--- config.mk ---
export PLATFORM = sky130hd
export DESIGN_NAME = pps_power_state_machine
export DESIGN_NICKNAME = d
export VERILOG_FILES = /design/src/design/pps_pkg.sv /design/src/design/pps_self_test.sv /design/src/design/pps_power_state_machine.sv
export VERILOG_INCLUDE_DIRS = /design/src /design/src/design
export SDC_FILE = /design/constraint.sdc
export NUM_CORES = 1
export LEC_CHECK = 0
export CAP_MARGIN = 20
export CORE_UTILIZATION = 40
export CTS_CLUSTER_DIAMETER = 120
export DETAILED_ROUTE_END_ITERATION = 10
export DONT_BUFFER_PORTS = 1
export GPL_TIMING_DRIVEN = 0
export PLACE_DENSITY = 0.66
export SLEW_MARGIN = 20
export SYNTH_ARGS = -nofsm -noshare
export SYNTH_HDL_FRONTEND = slang
export SYNTH_SLANG_ARGS = --single-unit
export TNS_END_PERCENT = 20
--- constraint.sdc ---
create_clock -name CLOCK -period 6.4 [get_ports CLOCK]
set_input_delay 0.32 -clock CLOCK [delete_from_list [all_inputs] [get_ports CLOCK]]
set_output_delay 0.32 -clock CLOCK [all_outputs]
set_load 0.01 [all_outputs]
--- src/design/pps_cfg.svh ---
// Purpose: Constants for the power state sequencer: offsets, fields, resets, timing.
// Assumes: A 40 MHz system clock.
// Notes:   Included by the package and by the top module; guarded against reinclusion.
`ifndef PPS_CFG_SVH
`define PPS_CFG_SVH

// ----------------------------------------------------------------------------
// Timing
// ----------------------------------------------------------------------------
`define PPS_CLK_NS     25
`define PPS_WD_DLY_NS  30000
`define PPS_WD_CYC     ((`PPS_WD_DLY_NS + `PPS_CLK_NS - 1) / `PPS_CLK_NS)
`define PPS_PUP_NS     1000
`define PPS_PUP_CYC    ((`PPS_PUP_NS + `PPS_CLK_NS - 1) / `PPS_CLK_NS)
`define PPS_PDN_NS     1000
`define PPS_PDN_CYC    ((`PPS_PDN_NS + `PPS_CLK_NS - 1) / `PPS_CLK_NS)

// ----------------------------------------------------------------------------
// Self-test
// ----------------------------------------------------------------------------
`define PPS_OSC_WIN    256
`define PPS_OSC_NOM    64
`define PPS_OSC_TOL    15
`define PPS_OSC_LO     (`PPS_OSC_NOM * (100 - `PPS_OSC_TOL) / 100)
`define PPS_OSC_HI     (`PPS_OSC_NOM * (100 + `PPS_OSC_TOL) / 100)
`define PPS_CRC_POLY   8'h07

// ----------------------------------------------------------------------------
// Register map and fields
// ----------------------------------------------------------------------------
`define PPS_A_CTRL     8'h00
`define PPS_A_LIMIT    8'h04
`define PPS_A_STATUS   8'h08
`define PPS_A_IRQ      8'h0c
`define PPS_A_MASK     8'h10
`define PPS_A_CRC      8'h14
`define PPS_CTRL_RST   5'h10
`define PPS_LIM_RST    4'h3
`define PPS_MASK_RST   4'h0
`define PPS_CRC_RST    8'h00
`define PPS_ST_CNT_LSB 8
`define PPS_ST_FAIL    16
`define PPS_IRQ_WD     0
`define PPS_IRQ_FLT    1
`define PPS_IRQ_STF    2
`define PPS_IRQ_SON    3

`endif

--- src/design/pps_pkg.sv ---
// Purpose: Types shared by the power state sequencer modules.
// Assumes: pps_cfg.svh holds the numeric constants.
// Notes:   Control fields are listed MSB first.
package pps_pkg;
`include "pps_cfg.svh"

  typedef enum logic [2:0] {
    PPS_DEEP_OFF,
    PPS_SELF_TEST,
    PPS_QUICK_OFF,
    PPS_PWR_UP,
    PPS_SYS_RUN,
    PPS_SYS_STBY,
    PPS_WD_RESET,
    PPS_PWR_DOWN
  } pps_state_e;

  typedef struct packed {
    logic st_variant;
    logic ovlo_disable;
    logic power_button_mode_select;
    logic low_power_off_select;
    logic low_power_input_polarity_invert;
  } pps_ctrl_s;

  typedef struct packed {
    logic done;
    logic fail;
    logic osc_fail;
    logic crc_fail;
    logic mon_fail;
  } pps_st_res_s;

endpackage

--- src/design/pps_self_test.sv ---
// Purpose: Self-test engine: oscillator tolerance, mirror CRC and monitor test.
// Assumes: osc_tick and mon_ok are already synchronised to clock.
// Notes:   One run lasts a fixed window; done pulses one cycle after it.
module pps_self_test
  import pps_pkg::*;
(
  input  wire logic        clock,
  input  wire logic        rst_b,
  input  wire logic        start,
  input  wire logic        osc_tick,
  input  wire logic        mon_ok,
  input  wire logic [31:0] mirror,
  input  wire logic [7:0]  crc_ref,
  output logic             mon_req,
  output pps_st_res_s      res
);

  logic [8:0] win;
  logic       tick_d;
  logic [7:0] ticks;
  logic [7:0] crc;
  logic [7:0] next_crc;
  logic       mon_bad;
  logic       last;
  logic       osc_bad;
  logic       crc_bad;

  assign last    = mon_req && (win == 9'(`PPS_OSC_WIN - 1));
  assign osc_bad = (ticks < 8'(`PPS_OSC_LO)) || (ticks > 8'(`PPS_OSC_HI));
  assign crc_bad = crc != crc_ref;

  always_comb begin
    next_crc = {crc[6:0], 1'b0};
    if (crc[7] ^ mirror[5'd31 - win[4:0]]) begin
      next_crc = next_crc ^ `PPS_CRC_POLY;
    end
  end

  // The monitor test request stays high for the whole window.
  always_ff @(posedge clock) begin
    if (!rst_b) begin
      mon_req <= 1'b0;
      win     <= 9'h000;
    end else if (start) begin
      mon_req <= 1'b1;
      win     <= 9'h000;
    end else if (mon_req) begin
      mon_req <= !last;
      win     <= win + 9'h001;
    end
  end

  always_ff @(posedge clock) begin
    if (!rst_b) begin
      tick_d  <= 1'b0;
      ticks   <= 8'h00;
      crc     <= 8'h00;
      mon_bad <= 1'b0;
    end else begin
      tick_d <= osc_tick;
      if (start) begin
        ticks   <= 8'h00;
        crc     <= 8'h00;
        mon_bad <= 1'b0;
      end else if (mon_req) begin
        if (osc_tick && !tick_d && ticks != 8'hff) begin
          ticks <= ticks + 8'h01;
        end
        if (win < 9'h020) begin
          crc <= next_crc;
        end
        if (!mon_ok) begin
          mon_bad <= 1'b1;
        end
      end
    end
  end

  always_ff @(posedge clock) begin
    if (!rst_b) begin
      res <= '0;
    end else begin
      res.done <= last;
      if (last) begin
        res.osc_fail <= osc_bad;
        res.crc_fail <= crc_bad;
        res.mon_fail <= mon_bad || !mon_ok;
        res.fail     <= osc_bad || crc_bad || mon_bad || !mon_ok;
      end
    end
  end
endmodule

--- src/design/pps_power_state_machine.sv ---
// Purpose: Power state sequencer: off exits, self-test, run/standby, watchdog reset.
// Assumes: 40 MHz CLOCK, synchronous active-low RST_B, APB register access.
// Notes:   Pin inputs pass two flip-flops before use.
module pps_power_state_machine
  import pps_pkg::*;
(
  input  wire logic        CLOCK,
  input  wire logic        RST_B,
  input  wire logic        PSEL,
  input  wire logic        PENABLE,
  input  wire logic        PWRITE,
  input  wire logic [7:0]  PADDR,
  input  wire logic [31:0] PWDATA,
  output logic [31:0]      PRDATA,
  output logic             PREADY,
  output logic             PSLVERR,
  input  wire logic        STANDBY_IN,
  input  wire logic        POWER_ON_INPUT,
  input  wire logic        TEST_BOARD_MODE_ENABLE,
  input  wire logic        VIN_ABOVE_UV,
  input  wire logic        VIN_BELOW_OVLO,
  input  wire logic        TJ_BELOW_SHUTDOWN,
  input  wire logic        TRIM_LOAD_ERROR,
  input  wire logic        FUSE_LOAD_ERROR,
  input  wire logic        HARD_WD_RESET,
  input  wire logic        OSC_TICK,
  input  wire logic        MONITOR_TEST_OK,
  output logic             MONITOR_TEST_REQ,
  output logic             PROCESSOR_RESET_OUTPUT_B,
  output logic [2:0]       STATE_CODE,
  output logic             IRQ
);
`include "pps_cfg.svh"

  localparam int NPIN = 11;

  // --------------------------------------------------------------------------
  // Pin synchronisers
  // --------------------------------------------------------------------------
  logic [NPIN-1:0] pin_raw;
  logic [NPIN-1:0] pin_s1;
  logic [NPIN-1:0] pin_s2;

  assign pin_raw = {MONITOR_TEST_OK, OSC_TICK, HARD_WD_RESET, FUSE_LOAD_ERROR,
                    TRIM_LOAD_ERROR, TJ_BELOW_SHUTDOWN, VIN_BELOW_OVLO, VIN_ABOVE_UV,
                    TEST_BOARD_MODE_ENABLE, POWER_ON_INPUT, STANDBY_IN};

  for (genvar i = 0; i < NPIN; i++) begin : g_sync
    always_ff @(posedge CLOCK) begin
      if (!RST_B) begin
        pin_s1[i] <= 1'b0;
        pin_s2[i] <= 1'b0;
      end else begin
        pin_s1[i] <= pin_raw[i];
        pin_s2[i] <= pin_s1[i];
      end
    end
  end

  logic stby_pin;
  logic pon;
  logic tbb;
  logic wd_pin;
  logic osc_tick_s;
  logic mon_ok_s;
  logic pon_d;
  logic wd_d;

  assign stby_pin   = pin_s2[0];
  assign pon        = pin_s2[1];
  assign tbb        = pin_s2[2];
  assign wd_pin     = pin_s2[8];
  assign osc_tick_s = pin_s2[9];
  assign mon_ok_s   = pin_s2[10];

  always_ff @(posedge CLOCK) begin
    if (!RST_B) begin
      pon_d <= 1'b0;
      wd_d  <= 1'b0;
    end else begin
      pon_d <= pon;
      wd_d  <= wd_pin;
    end
  end

  // --------------------------------------------------------------------------
  // Registers and derived conditions
  // --------------------------------------------------------------------------
  pps_ctrl_s   ctrl;
  logic [3:0]  wd_limit;
  logic [3:0]  irq_mask;
  logic [3:0]  irq_stat;
  logic [7:0]  crc_ref;
  pps_state_e  state;
  pps_state_e  next_state;
  logic [10:0] timer;
  logic [3:0]  wd_cnt;
  logic        st_fail;
  logic        up_pend;
  logic        st_start;
  pps_st_res_s st_res;
  logic        pon_fall;
  logic        wd_evt;
  logic        pwr_ok;
  logic        pwr_evt;
  logic        lpm;
  logic        stby_req;
  logic        direct_evt;

  assign pon_fall = pon_d && !pon;
  assign wd_evt   = wd_pin && !wd_d;
  assign lpm      = ctrl.low_power_off_select;
  assign pwr_ok   = pin_s2[3] && (pin_s2[4] || ctrl.ovlo_disable) && pin_s2[5]
                    && !pin_s2[6] && !pin_s2[7];
  assign pwr_evt  = ctrl.power_button_mode_select ? pon_fall : pon;
  assign stby_req = stby_pin ^ ctrl.low_power_input_polarity_invert;
  assign direct_evt = !tbb && !lpm && pwr_evt && pwr_ok;
  assign st_start = (state != PPS_SELF_TEST) && (next_state == PPS_SELF_TEST);

  // --------------------------------------------------------------------------
  // State transitions
  // --------------------------------------------------------------------------
  always_comb begin
    next_state = state;
    unique case (state)
      PPS_DEEP_OFF: begin
        if (tbb || (lpm && !st_fail) || direct_evt) begin
          next_state = ctrl.st_variant ? PPS_SELF_TEST : PPS_QUICK_OFF;
        end
      end
      PPS_SELF_TEST: begin
        if (tbb || (st_res.done && !st_res.fail)) begin
          next_state = PPS_QUICK_OFF;
        end else if (st_res.done) begin
          next_state = PPS_DEEP_OFF;
        end
      end
      PPS_QUICK_OFF: begin
        if (!st_fail && (up_pend || (pwr_evt && pwr_ok))) begin
          next_state = PPS_PWR_UP;
        end
      end
      PPS_PWR_UP: begin
        if (timer == 11'(`PPS_PUP_CYC - 1)) begin
          next_state = PPS_SYS_RUN;
        end
      end
      PPS_SYS_RUN: begin
        if (wd_evt) begin
          next_state = PPS_WD_RESET;
        end else if (stby_req) begin
          next_state = PPS_SYS_STBY;
        end
      end
      PPS_SYS_STBY: begin
        if (wd_evt) begin
          next_state = PPS_WD_RESET;
        end else if (!stby_req) begin
          next_state = PPS_SYS_RUN;
        end
      end
      PPS_WD_RESET: begin
        if (wd_cnt >= wd_limit) begin
          next_state = PPS_PWR_DOWN;
        end else if (timer == 11'(`PPS_WD_CYC - 1)) begin
          next_state = PPS_SYS_RUN;
        end
      end
      PPS_PWR_DOWN: begin
        if (timer == 11'(`PPS_PDN_CYC - 1)) begin
          next_state = PPS_DEEP_OFF;
        end
      end
    endcase
  end

  always_ff @(posedge CLOCK) begin
    if (!RST_B) begin
      state <= PPS_DEEP_OFF;
    end else begin
      state <= next_state;
    end
  end

  assign STATE_CODE = state;

  always_ff @(posedge CLOCK) begin
    if (!RST_B || state != next_state) begin
      timer <= 11'h000;
    end else if (timer != 11'h7ff) begin
      timer <= timer + 11'h001;
    end
  end

  // The count survives watchdog returns and clears only after a power-down.
  always_ff @(posedge CLOCK) begin
    if (!RST_B) begin
      wd_cnt <= 4'h0;
    end else if (next_state == PPS_WD_RESET && state != PPS_WD_RESET) begin
      if (wd_cnt != 4'hf) begin
        wd_cnt <= wd_cnt + 4'h1;
      end
    end else if (state == PPS_PWR_DOWN && next_state == PPS_DEEP_OFF) begin
      wd_cnt <= 4'h0;
    end
  end

  // A power-up event seen in deep off is remembered across self-test.
  always_ff @(posedge CLOCK) begin
    if (!RST_B) begin
      up_pend <= 1'b0;
    end else if (state == PPS_DEEP_OFF && next_state != PPS_DEEP_OFF) begin
      up_pend <= direct_evt;
    end else if (next_state == PPS_PWR_UP || next_state == PPS_DEEP_OFF) begin
      up_pend <= 1'b0;
    end
  end

  always_ff @(posedge CLOCK) begin
    if (!RST_B) begin
      st_fail <= 1'b0;
    end else if (state == PPS_SELF_TEST) begin
      if (tbb) begin
        st_fail <= 1'b0;
      end else if (st_res.done) begin
        st_fail <= st_res.fail;
      end
    end
  end

  always_ff @(posedge CLOCK) begin
    if (!RST_B) begin
      PROCESSOR_RESET_OUTPUT_B <= 1'b0;
    end else begin
      PROCESSOR_RESET_OUTPUT_B <= (next_state == PPS_SYS_RUN)
                                  || (next_state == PPS_SYS_STBY);
    end
  end

  pps_self_test u_self_test (
    .clock   (CLOCK),
    .rst_b   (RST_B),
    .start   (st_start),
    .osc_tick(osc_tick_s),
    .mon_ok  (mon_ok_s),
    .mirror  ({23'h00_0000, wd_limit, ctrl}),
    .crc_ref (crc_ref),
    .mon_req (MONITOR_TEST_REQ),
    .res     (st_res)
  );

  // --------------------------------------------------------------------------
  // Interrupts
  // --------------------------------------------------------------------------
  logic [3:0] irq_set;
  logic [3:0] irq_clr;
  logic       bus_done;

  assign bus_done = PSEL && PENABLE && PREADY;
  assign irq_set[`PPS_IRQ_WD]  = next_state == PPS_WD_RESET && state != PPS_WD_RESET;
  assign irq_set[`PPS_IRQ_FLT] = next_state == PPS_PWR_DOWN && state == PPS_WD_RESET;
  assign irq_set[`PPS_IRQ_STF] = state == PPS_SELF_TEST && !tbb && st_res.done
                                 && st_res.fail;
  assign irq_set[`PPS_IRQ_SON] = state == PPS_PWR_UP && next_state == PPS_SYS_RUN;
  assign irq_clr = (bus_done && !PWRITE && PADDR == `PPS_A_IRQ) ? PRDATA[3:0] : 4'h0;

  // Only the bits that the read returned are cleared; a new event wins.
  always_ff @(posedge CLOCK) begin
    if (!RST_B) begin
      irq_stat <= 4'h0;
      IRQ      <= 1'b0;
    end else begin
      irq_stat <= (irq_stat & ~irq_clr) | irq_set;
      IRQ      <= |(irq_stat & irq_mask);
    end
  end

  // --------------------------------------------------------------------------
  // APB slave: one wait state, data and error captured with PREADY
  // --------------------------------------------------------------------------
  logic [31:0] rd_data;
  logic        rd_hit;

  always_comb begin
    rd_data = 32'h0000_0000;
    rd_hit  = 1'b1;
    case (PADDR)
      `PPS_A_CTRL:   rd_data[4:0] = ctrl;
      `PPS_A_LIMIT:  rd_data[3:0] = wd_limit;
      `PPS_A_STATUS: begin
        rd_data[2:0] = state;
        rd_data[`PPS_ST_CNT_LSB +: 4] = wd_cnt;
        rd_data[`PPS_ST_FAIL] = st_fail;
      end
      `PPS_A_IRQ:    rd_data[3:0] = irq_stat;
      `PPS_A_MASK:   rd_data[3:0] = irq_mask;
      `PPS_A_CRC:    rd_data[7:0] = crc_ref;
      default:       rd_hit = 1'b0;
    endcase
  end

  always_ff @(posedge CLOCK) begin
    if (!RST_B) begin
      PREADY  <= 1'b0;
      PSLVERR <= 1'b0;
      PRDATA  <= 32'h0000_0000;
    end else begin
      PREADY  <= PSEL && PENABLE && !PREADY;
      PSLVERR <= PSEL && PENABLE && !PREADY && !rd_hit;
      if (PSEL && PENABLE && !PREADY) begin
        PRDATA <= PWRITE ? 32'h0000_0000 : rd_data;
      end
    end
  end

  always_ff @(posedge CLOCK) begin
    if (!RST_B) begin
      ctrl     <= `PPS_CTRL_RST;
      wd_limit <= `PPS_LIM_RST;
      irq_mask <= `PPS_MASK_RST;
      crc_ref  <= `PPS_CRC_RST;
    end else if (bus_done && PWRITE) begin
      case (PADDR)
        `PPS_A_CTRL:  ctrl     <= PWDATA[4:0];
        `PPS_A_LIMIT: wd_limit <= PWDATA[3:0];
        `PPS_A_MASK:  irq_mask <= PWDATA[3:0];
        `PPS_A_CRC:   crc_ref  <= PWDATA[7:0];
        default: ;
      endcase
    end
  end
endmodule

### After elaboration in Yosys (flattened, before gate mapping)

Cells that the tools add are included.

| storage, ports and cells | value |
|---|---|
| bits in registers | 135 |
| output and inout port bits | 40 |
| input bits | 56 |
| word-level logic and storage cells | 213 |

| operators by class | value |
|---|---|
| add/subtract/negate cells | 5 |
| magnitude comparators | 5 |
| mux-type cells | 36 |
| bitwise operators | 9 |
| equal/unequal tests | 29 |
| reduce and logical (&&, ||, !) cells | 78 |

Operators by type and width:

| cell | number |
|---|---|
| 3-bit 2-to-1 mux | 14 |
| 1-bit logical AND | 32 |
| 3-bit equality test (second input constant) | 8 |
| 3-bit one-hot mux with 8 select lines | 1 |
| 4-bit 2-to-1 mux | 5 |
| 3-bit one-hot mux with 6 select lines | 1 |
| 2-bit AND reduction | 9 |
| 17-bit 2-to-1 mux | 1 |
| 8-bit by 4-bit equality test with 1-bit output (second input constant) | 2 |
| 8-bit by 5-bit equality test with 1-bit output (second input constant) | 2 |
| 1-bit logical NOT | 15 |
| 1-bit logical OR | 12 |
| 11-bit by 1-bit adder with 11-bit output (second input constant) | 1 |
| 11-bit equality test (second input constant) | 1 |
| 11-bit by 6-bit equality test with 1-bit output (second input constant) | 1 |
| 11-bit inequality test (second input constant) | 1 |
| 1-bit 2-to-1 mux | 10 |
| 9-bit by 1-bit adder with 9-bit output (second input constant) | 1 |
| 3-bit by 2-bit equality test with 1-bit output (second input constant) | 3 |
| 9-bit by 8-bit equality test with 1-bit output (second input constant) | 1 |
| 9-bit by 6-bit less-than comparator with 1-bit output (second input constant) | 1 |
| 8-bit by 1-bit adder with 8-bit output (second input constant) | 1 |
| 4-bit bitwise AND | 2 |
| 8-bit by 3-bit equality test with 1-bit output (second input constant) | 1 |
| other kinds (30) | 36 |

### Longest topological paths before layout

Gate-level depths: netlist of run 1.

| depth | value |
|---|---|
| depth in word-level cells | 14 |
| gate-level depth with buffers | 8 |
| mapped depth without buffers | 8 |

### Hierarchy

A second synthesis of run 1 with hierarchy kept.

| unflattened totals | value |
|---|---|
| cell total of the unflattened synthesis | 615 |
| area, all modules | 5689.2 um^2 |

Modules (own cells, without submodules):

| module | seq. area each (um^2) | area each (um^2) | cells each | instances |
|---|---|---|---|---|
| pps_power_state_machine | 1721.7 | 3818.7 | 405 | 1 |
| pps_self_test | 660.6 | 1870.5 | 210 | 1 |

### Worst setup path before layout of run 1

OpenSTA, ideal clock, no wires.

| timing | value |
|---|---|
| path type | reg2reg |
| start point | reg wd_cnt[0] |
| end point | reg up_pend |
| cell stages (with the launch flop) | 9 |
| buffers on the path | 0 |
| slack | 4.227 ns |
| clock period less this slack | 2.173 ns |
| setup time | 0.122 ns |
| arrival | 2.052 ns |
| data required time | 6.278 ns |
| path through | dfxtp_1 > inv_1 > ha_1 > nand2b_1 > a2111o_1 > and3_1 > nor4b_2 > nor2_1 > o311a_1 |

| on the way | value |
|---|---|
| word-level cells in the longest chain between the ends | 6 |
| elaborated cells between the ends (all ways) | 10 |
| those cells by class | 1 x order compare; 1 x eq/ne; 3 x mux; 5 x reduce/logical |

RTL lines:

| item | RTL line | source |
|---|---|---|
| start: declaration | pps_power_state_machine.sv:97 | `logic [3:0] wd_cnt;` |
| start signal: assignment | pps_power_state_machine.sv:201 | `wd_cnt <= wd_cnt + 4'h1;` |
| 4-bit greater-or-equal comparator (*) | pps_power_state_machine.sv:163 | `if (wd_cnt >= wd_limit) begin` |
| 3-bit 2-to-1 mux (*) | pps_power_state_machine.sv:163 |  |
| 3-bit one-hot mux with 8 select lines (*) | pps_power_state_machine.sv:125 | `unique case (state)` |
| 3-bit by 2-bit equality test with 1-bit output (tied with other cells) | pps_power_state_machine.sv:214 | `end else if (next_state == PPS_PWR_UP \|\| next_state == PPS_DEEP_OFF) begin` |
| 1-bit logical OR / 1-bit logical AND (equally long branches) | pps_power_state_machine.sv:214, pps_power_state_machine.sv:212 |  |
| 2-bit nonzero test (no source line) / 1-bit 2-to-1 mux (equally long branches) | n/a |  |
| end signal: assignment | pps_power_state_machine.sv:213 | `up_pend <= direct_evt;` |
| end: declaration | pps_power_state_machine.sv:99 | `logic up_pend;` |

Every way passes the cells marked *; elsewhere a longest branch is shown, timed or not.
A chain may end at the register's enable or synchronous reset.

### Final worst setup path of run 1

Ends and elaborated chain as after synthesis.

==> out/summary.txt, run 1 <==
Critical path buffers and inverters: 1
Core Area: 0.0129 mm2
final instance area: 0.00631 mm2
PD cells: 296 mW/mm2
Global Route Usage Sum: 0.184
syn avg cell area: 8.84 um2
CP max-delay cell: a2111o_1
Worst Hold Slack: 37.8 ps
RSZ-0062 raised after global routing: false
CTS Buf Count: 17
Final HPWL DP: 9.16 mm
Clock Skews: 6.47 ps
Post-CTS Setup Bufs: 0
Synth Flop Type: dfxtp_1
R2R depth: 8
Worst-Margin Slew: 622 ps
kind of cell adding the most delay to the critical path: simple AND/OR/NAND/NOR gates
clock latency on the worst-skew pair: 410 ps
Synth area leaders: dfxtp_1 (43%), nor2_1 (5.3%), mux2i_1 (4.8%)
Die ar.: 0.0139 mm2
Antenna Violating Nets Remaining: 0
outcome: finished, final reports clean
cts repair resizes: 0
placed cell area: 0.00566 mm2
Vias/cell: 5.33
Worst path max stage delay: 440 ps
Max Fclk: 408 MHz
die height: 118 um
leading cell type in the layout, fill and taps excluded: dfxtp_1
min Tclk post-route: 2450 ps
Ys Warns: 0
Top-Level Pins: 96
clock root buffer: clkbuf_16
Setup Viol. Count Final: 0
DRT Wirelength: 12.4 mm
CP Launch Point: wd_cnt[0]
Netlist Area Pre-Place: 0.00538 mm2
cells along the critical path: inv_1, ha_1, nand2b_1, a2111o_1, and3_1, nor4b_2, nor2_1, o311a_1
starting density of the core: 0.417
# clock sinks: 116
RD Place Congestion: 0.864
crit start category: flop
Post-synth EDFFs: 0
initial antenna violation count: 0
Post-CTS Hold Fix Bufs: 0
Clock transition at path regs: 50 ps
die width: 118 um
Yosys reg bits: 116
Final nets: 712
grt total ovfl: 0
number of global-route vias before repair: 4173
CP Depth: 8
Critical Path Sink Type: flop
Post-Syn Instances: 608
FF-to-FF End: up_pend
drt initial violations: 315
Slew Limit Fails: 0
first-pass GRT wire length: 20.4 mm
via count: 4422
post-synth top area cell: dfxtp_1
CP required: 6700 ps
R2R Path Start: wd_cnt[0]
clock buffer depth: 2
Residual DRC: 0
final setup TNS: 0 ps
final hold violation count: 0
Rows: 41
ant diodes: 0
Hold WC Path Type: input port to flop
Layout area overhead: 17.3%
VDD IR max: 178 uV
max cap viols: 0
critical path peak fanout: 4
commonest cells after routing, fill and taps aside: dfxtp_1 (116), nor2_1 (76), nand2_1 (48), and2_1 (31), a21oi_1 (30)
TritonCTS clock tree: yes
largest net degree at the start of global routing: 17
crit path to: up_pend
fin crit share: 0.383
crit path kind: flop to flop
H-tree depth: 4
Slew HR: 0.586
critical path arrival: 2750 ps
layout cell share with drive strength beyond 1: 0.120
Async S/R FF share, synth: 0
post-synth cell types: 69
Routed WL per cell: 15.0 um
Static Leak: 2.31 nW
IO Port Bufs: 0
drt first pass iters: 5
top-area cell type share of the netlist area: 0.432
sequential share of the synthesized area: 0.432
R2R setup slack: 3950 ps
cell families (layout without fill, tap and decap cells):
group	Yosys count	in the layout	share of synthesized area
adder cells (fa/ha/maj)	11	11	0.0256
multiplexers	27	27	0.0526
other	1	19	0.000698
flip-flops	116	116	0.432
XOR/XNOR	27	27	0.0454
buffers and inverters	59	90	0.0573
AO/OA/AOI/OAI	103	103	0.128
AND/OR/NAND/NOR	264	264	0.258
worst min-delay path by stage:
stage	from	end	cells after the start
6_report	VIN_ABOVE_UV	pin_s1[3]	1
5_1_grt	STANDBY_IN	pin_s1[0]	1
4_1_cts	VIN_ABOVE_UV	pin_s1[3]	1
3_5_place_dp	pin_s1[6]	pin_s2[6]	1
3_3_place_gp	pin_s1[6]	pin_s2[6]	1
2_1_floorplan	pin_s1[10]	mon_ok_s	1
metrics by stage:
step,util,setup WS [ps],power [mW],std cells
final,0.490,3950,1.87,829
after global routing,0.490,3780,1.93,829
after CTS,0.490,3950,1.88,829
after detailed placement,0.439,3980,0.838,798
after global placement,0.439,4000,0.835,798
after floorplan,-,4230,0.819,626
registers in the layout, indices dropped and copies added, names as in the netlist, 2 cells and up:
name,cells
PRDATA,13
pin_s1,11
timer,11
u_self_test.win,9
crc_ref,8
u_self_test.crc,8
u_self_test.ticks,8
pin_s2,5
ctrl,4
irq_mask,4
irq_stat,4
wd_cnt,4
wd_limit,4
STATE_CODE,3
u_self_test.res,2
layer usage:
layer	vias to the layer above	part of all wire	GRT usage
met1	2075	0.47	0.239
met2	152	0.44	0.279
met4	0	0.017	0.0761
met5	-	0	0
met3	16	0.073	0.0601
li1	2179	-	-
report_power, final:
| part | internal (mW) | switching (mW) |
|---|---|---|
| Combinational | 0.0296 | 0.0494 |
| Sequential | 0.735 | 0.00871 |
| Clock | 0.716 | 0.326 |
| Total | 1.48 | 0.384 |
cells in the mapped netlist (2+ instances only):
master    number
nand2_1       48
inv_1         16
or3_1          2
and2_1        31
buf_4         20
o21ai_0       20
nor2_1        76
xnor2_1       16
a32o_1         3
nor4_1         7
nor2b_1       10
o211ai_1       2
and3_1         7
a31oi_1        7
xor2_1        10
a211oi_1       5
clkbuf_1      15
and4_1         2
or2_2          3
or4_1          3
nand3b_1       4
nand4_1       12
nand3_1       23
o22ai_1        4
ha_1          11
nor3b_1        3
dfxtp_1      116
nand2b_1       5
and4bb_2       2
buf_2          5
a21oi_1       30
nor4_2         2
nand4b_1       2
mux2i_1       26
a32oi_1        2
a221o_1        2
a22oi_1       15
nor3_1        10
final cells by class:
class                           instances  area [um2]
Sequential cell                       116        2320
Buffer                                 42         244
Tap cell                              172         215
Inverter                               17        63.8
Multi-Input combinational cell        451        2810
Fill cell                            1205        6570
Clock buffer                           21         470
Clock inverter                         10         178
Note: power is estimated with default switching activity, not from simulation.
==> run 2, diff against run 1 <==
clock period = 2.35 ns   (was 6.4 ns; I/O delays follow)
==> run 2 against run 1 <==
Die area unchanged. Power rose to 2.8 times the previous value. Clock skew hardly changed. First-iteration DRC count is 20% lower. Critical path type unchanged. Largest power group unchanged.
==> out/summary.txt, run 2 (synthesized netlist as in run 1, its figures left out) <==
clock buffer depth: 2
first-pass GRT wire length: 20.8 mm
H-tree depth: 4
Internal: 4.06 mW
power share of the clock group: 0.555
final instance area: 0.00659 mm2
Final nets: 736
Global Route Usage Sum: 0.187
CP required: 2650 ps
starting density of the core: 0.417
VDD IR max: 492 uV
RD Place Congestion: 0.864
max cap viols: 0
commonest cells after routing, fill and taps aside: dfxtp_1 (115), nor2_1 (75), nand2_1 (48), and2_1 (31), a21oi_1 (30)
largest register by flop count: PRDATA
Final HPWL DP: 9.16 mm
grt total ovfl: 0
PD cells: 779 mW/mm2
die height: 118 um
crit start category: flop
Top-Level Pins: 96
Slew Limit Fails: 0
Hold WC Path Type: input port to flop
via count: 4503
outcome: finished, final reports clean
leading cell type in the layout, fill and taps excluded: dfxtp_1
Layout area overhead: 22.6%
clock root buffer: clkbuf_16
drt initial violations: 252
initial antenna violation count: 0
Logic pwr share: 0.051
Final Total Pwr: 5.13 mW
critical path peak fanout: 4
IO Port Bufs: 0
Slew HR: 0.582
TritonCTS clock tree: yes
RSZ-0062 raised after global routing: false
final hold violation count: 0
Setup Viol. Count Final: 0
Residual DRC: 0
Core Area: 0.0129 mm2
layout cell share with drive strength beyond 1: 0.123
critical path arrival: 2550 ps
ant diodes: 0
min Tclk post-route: 2260 ps
Vias/cell: 5.28
DRT Wirelength: 12.8 mm
Routed WL per cell: 15.0 um
fin crit share: 0.960
biggest regs: PRDATA x13, pin_s1 x11, timer x11
Static Leak: 2.43 nW
largest net degree at the start of global routing: 17
number of global-route vias before repair: 4289
drt first pass iters: 5
Rows: 41
clock latency on the worst-skew pair: 410 ps
CTS Buf Count: 17
Antenna Violating Nets Remaining: 0
Die ar.: 0.0139 mm2
crit path kind: flop to flop
final setup TNS: 0 ps
switching power of the nets: 1.07 mW
# clock sinks: 116
Clock transition at path regs: 50 ps
placed cell area: 0.00566 mm2
Clock Skews: 6.12 ps
Max Fclk: 443 MHz
Worst-Margin Slew: 627 ps
die width: 118 um
Critical Path Sink Type: flop
Sw Share: 0.208
Largest register FFs: 13
Fill cells: 1178
Reg power frac: 0.395
[run 2: cell types whose count changed in the layout (fill, tap and decap cells not counted), sizes merged]
cell         change
dlygate4sd3     +24
[run 2: power groups by stage]
stage          sequential, mW  combinational, mW  clock, mW
2_1_floorplan            2.06              0.170          0
3_3_place_gp             2.07              0.208          0
3_5_place_dp             2.07              0.213          0
4_1_cts                  2.03              0.251       2.88
5_1_grt                  2.03              0.284       2.98
6_report                 2.03              0.260       2.85
[run 2: stage by stage]
step                setup WS [ps]   util  cells  hold WS, ps
floorplan                     177      -    626          245
global placement            -45.1  0.439    798          246
detailed placement          -73.9  0.439    798          248
CTS                         0.332  0.509    853         3.88
global route                 6.19  0.512    853         31.7
finish                       94.7  0.512    853         15.7
[run 2: final cells by class]
type | instances | area, um2 | share of cell area
buffer | 42 | 244 | 0.0370
clock buffer | 21 | 470 | 0.0714
clock inverter | 10 | 178 | 0.0270
inverter | 17 | 63.8 | 0.00968
multi-input combinational | 451 | 2860 | 0.433
sequential | 116 | 2320 | 0.353
tap | 172 | 215 | 0.0327
timing repair buffer | 24 | 240 | 0.0365
[run 2: routing by layer]
layer  up-vias  track usage  part of all wire
met5         -            0                 0
met4         0       0.0737             0.016
met3        20       0.0547             0.058
met2       143        0.289              0.44
met1      2116        0.244              0.48
li1       2224            -                 -
[run 2: worst max-delay path, cell delays in order, from the launching register on]
cell,delay (ps)
dfxtp_2,350
inv_1,70
ha_1,280
nand2b_1,140
a2111o_1,400
and3_4,200
nor4b_4,290
nor2_2,80
o311a_1,320
[run 2: path summary, 6_finish.rpt]
check,from,endpoint,slack [ps],depth (start not counted)
worst max-delay path,wd_cnt[0],up_pend,90,8
worst min register to register,pin_s1[6],pin_s2[6],430,1
worst max register to register,wd_cnt[0],up_pend,90,8
worst min-delay path,PWRITE,PRDATA[5],20,3
[run 2: what timing repair did]
| action | 4_1_cts | 5_1_grt |
|---|---|---|
| setup buffers | 0 | 0 |
| resized for setup | 3 | 8 |
| endpoints found under the hold margin | 44 | 0 |
| pin swaps | 1 | 2 |
| endpoints found under the setup margin | 4 | 11 |
| hold buffers | 24 | 0 |
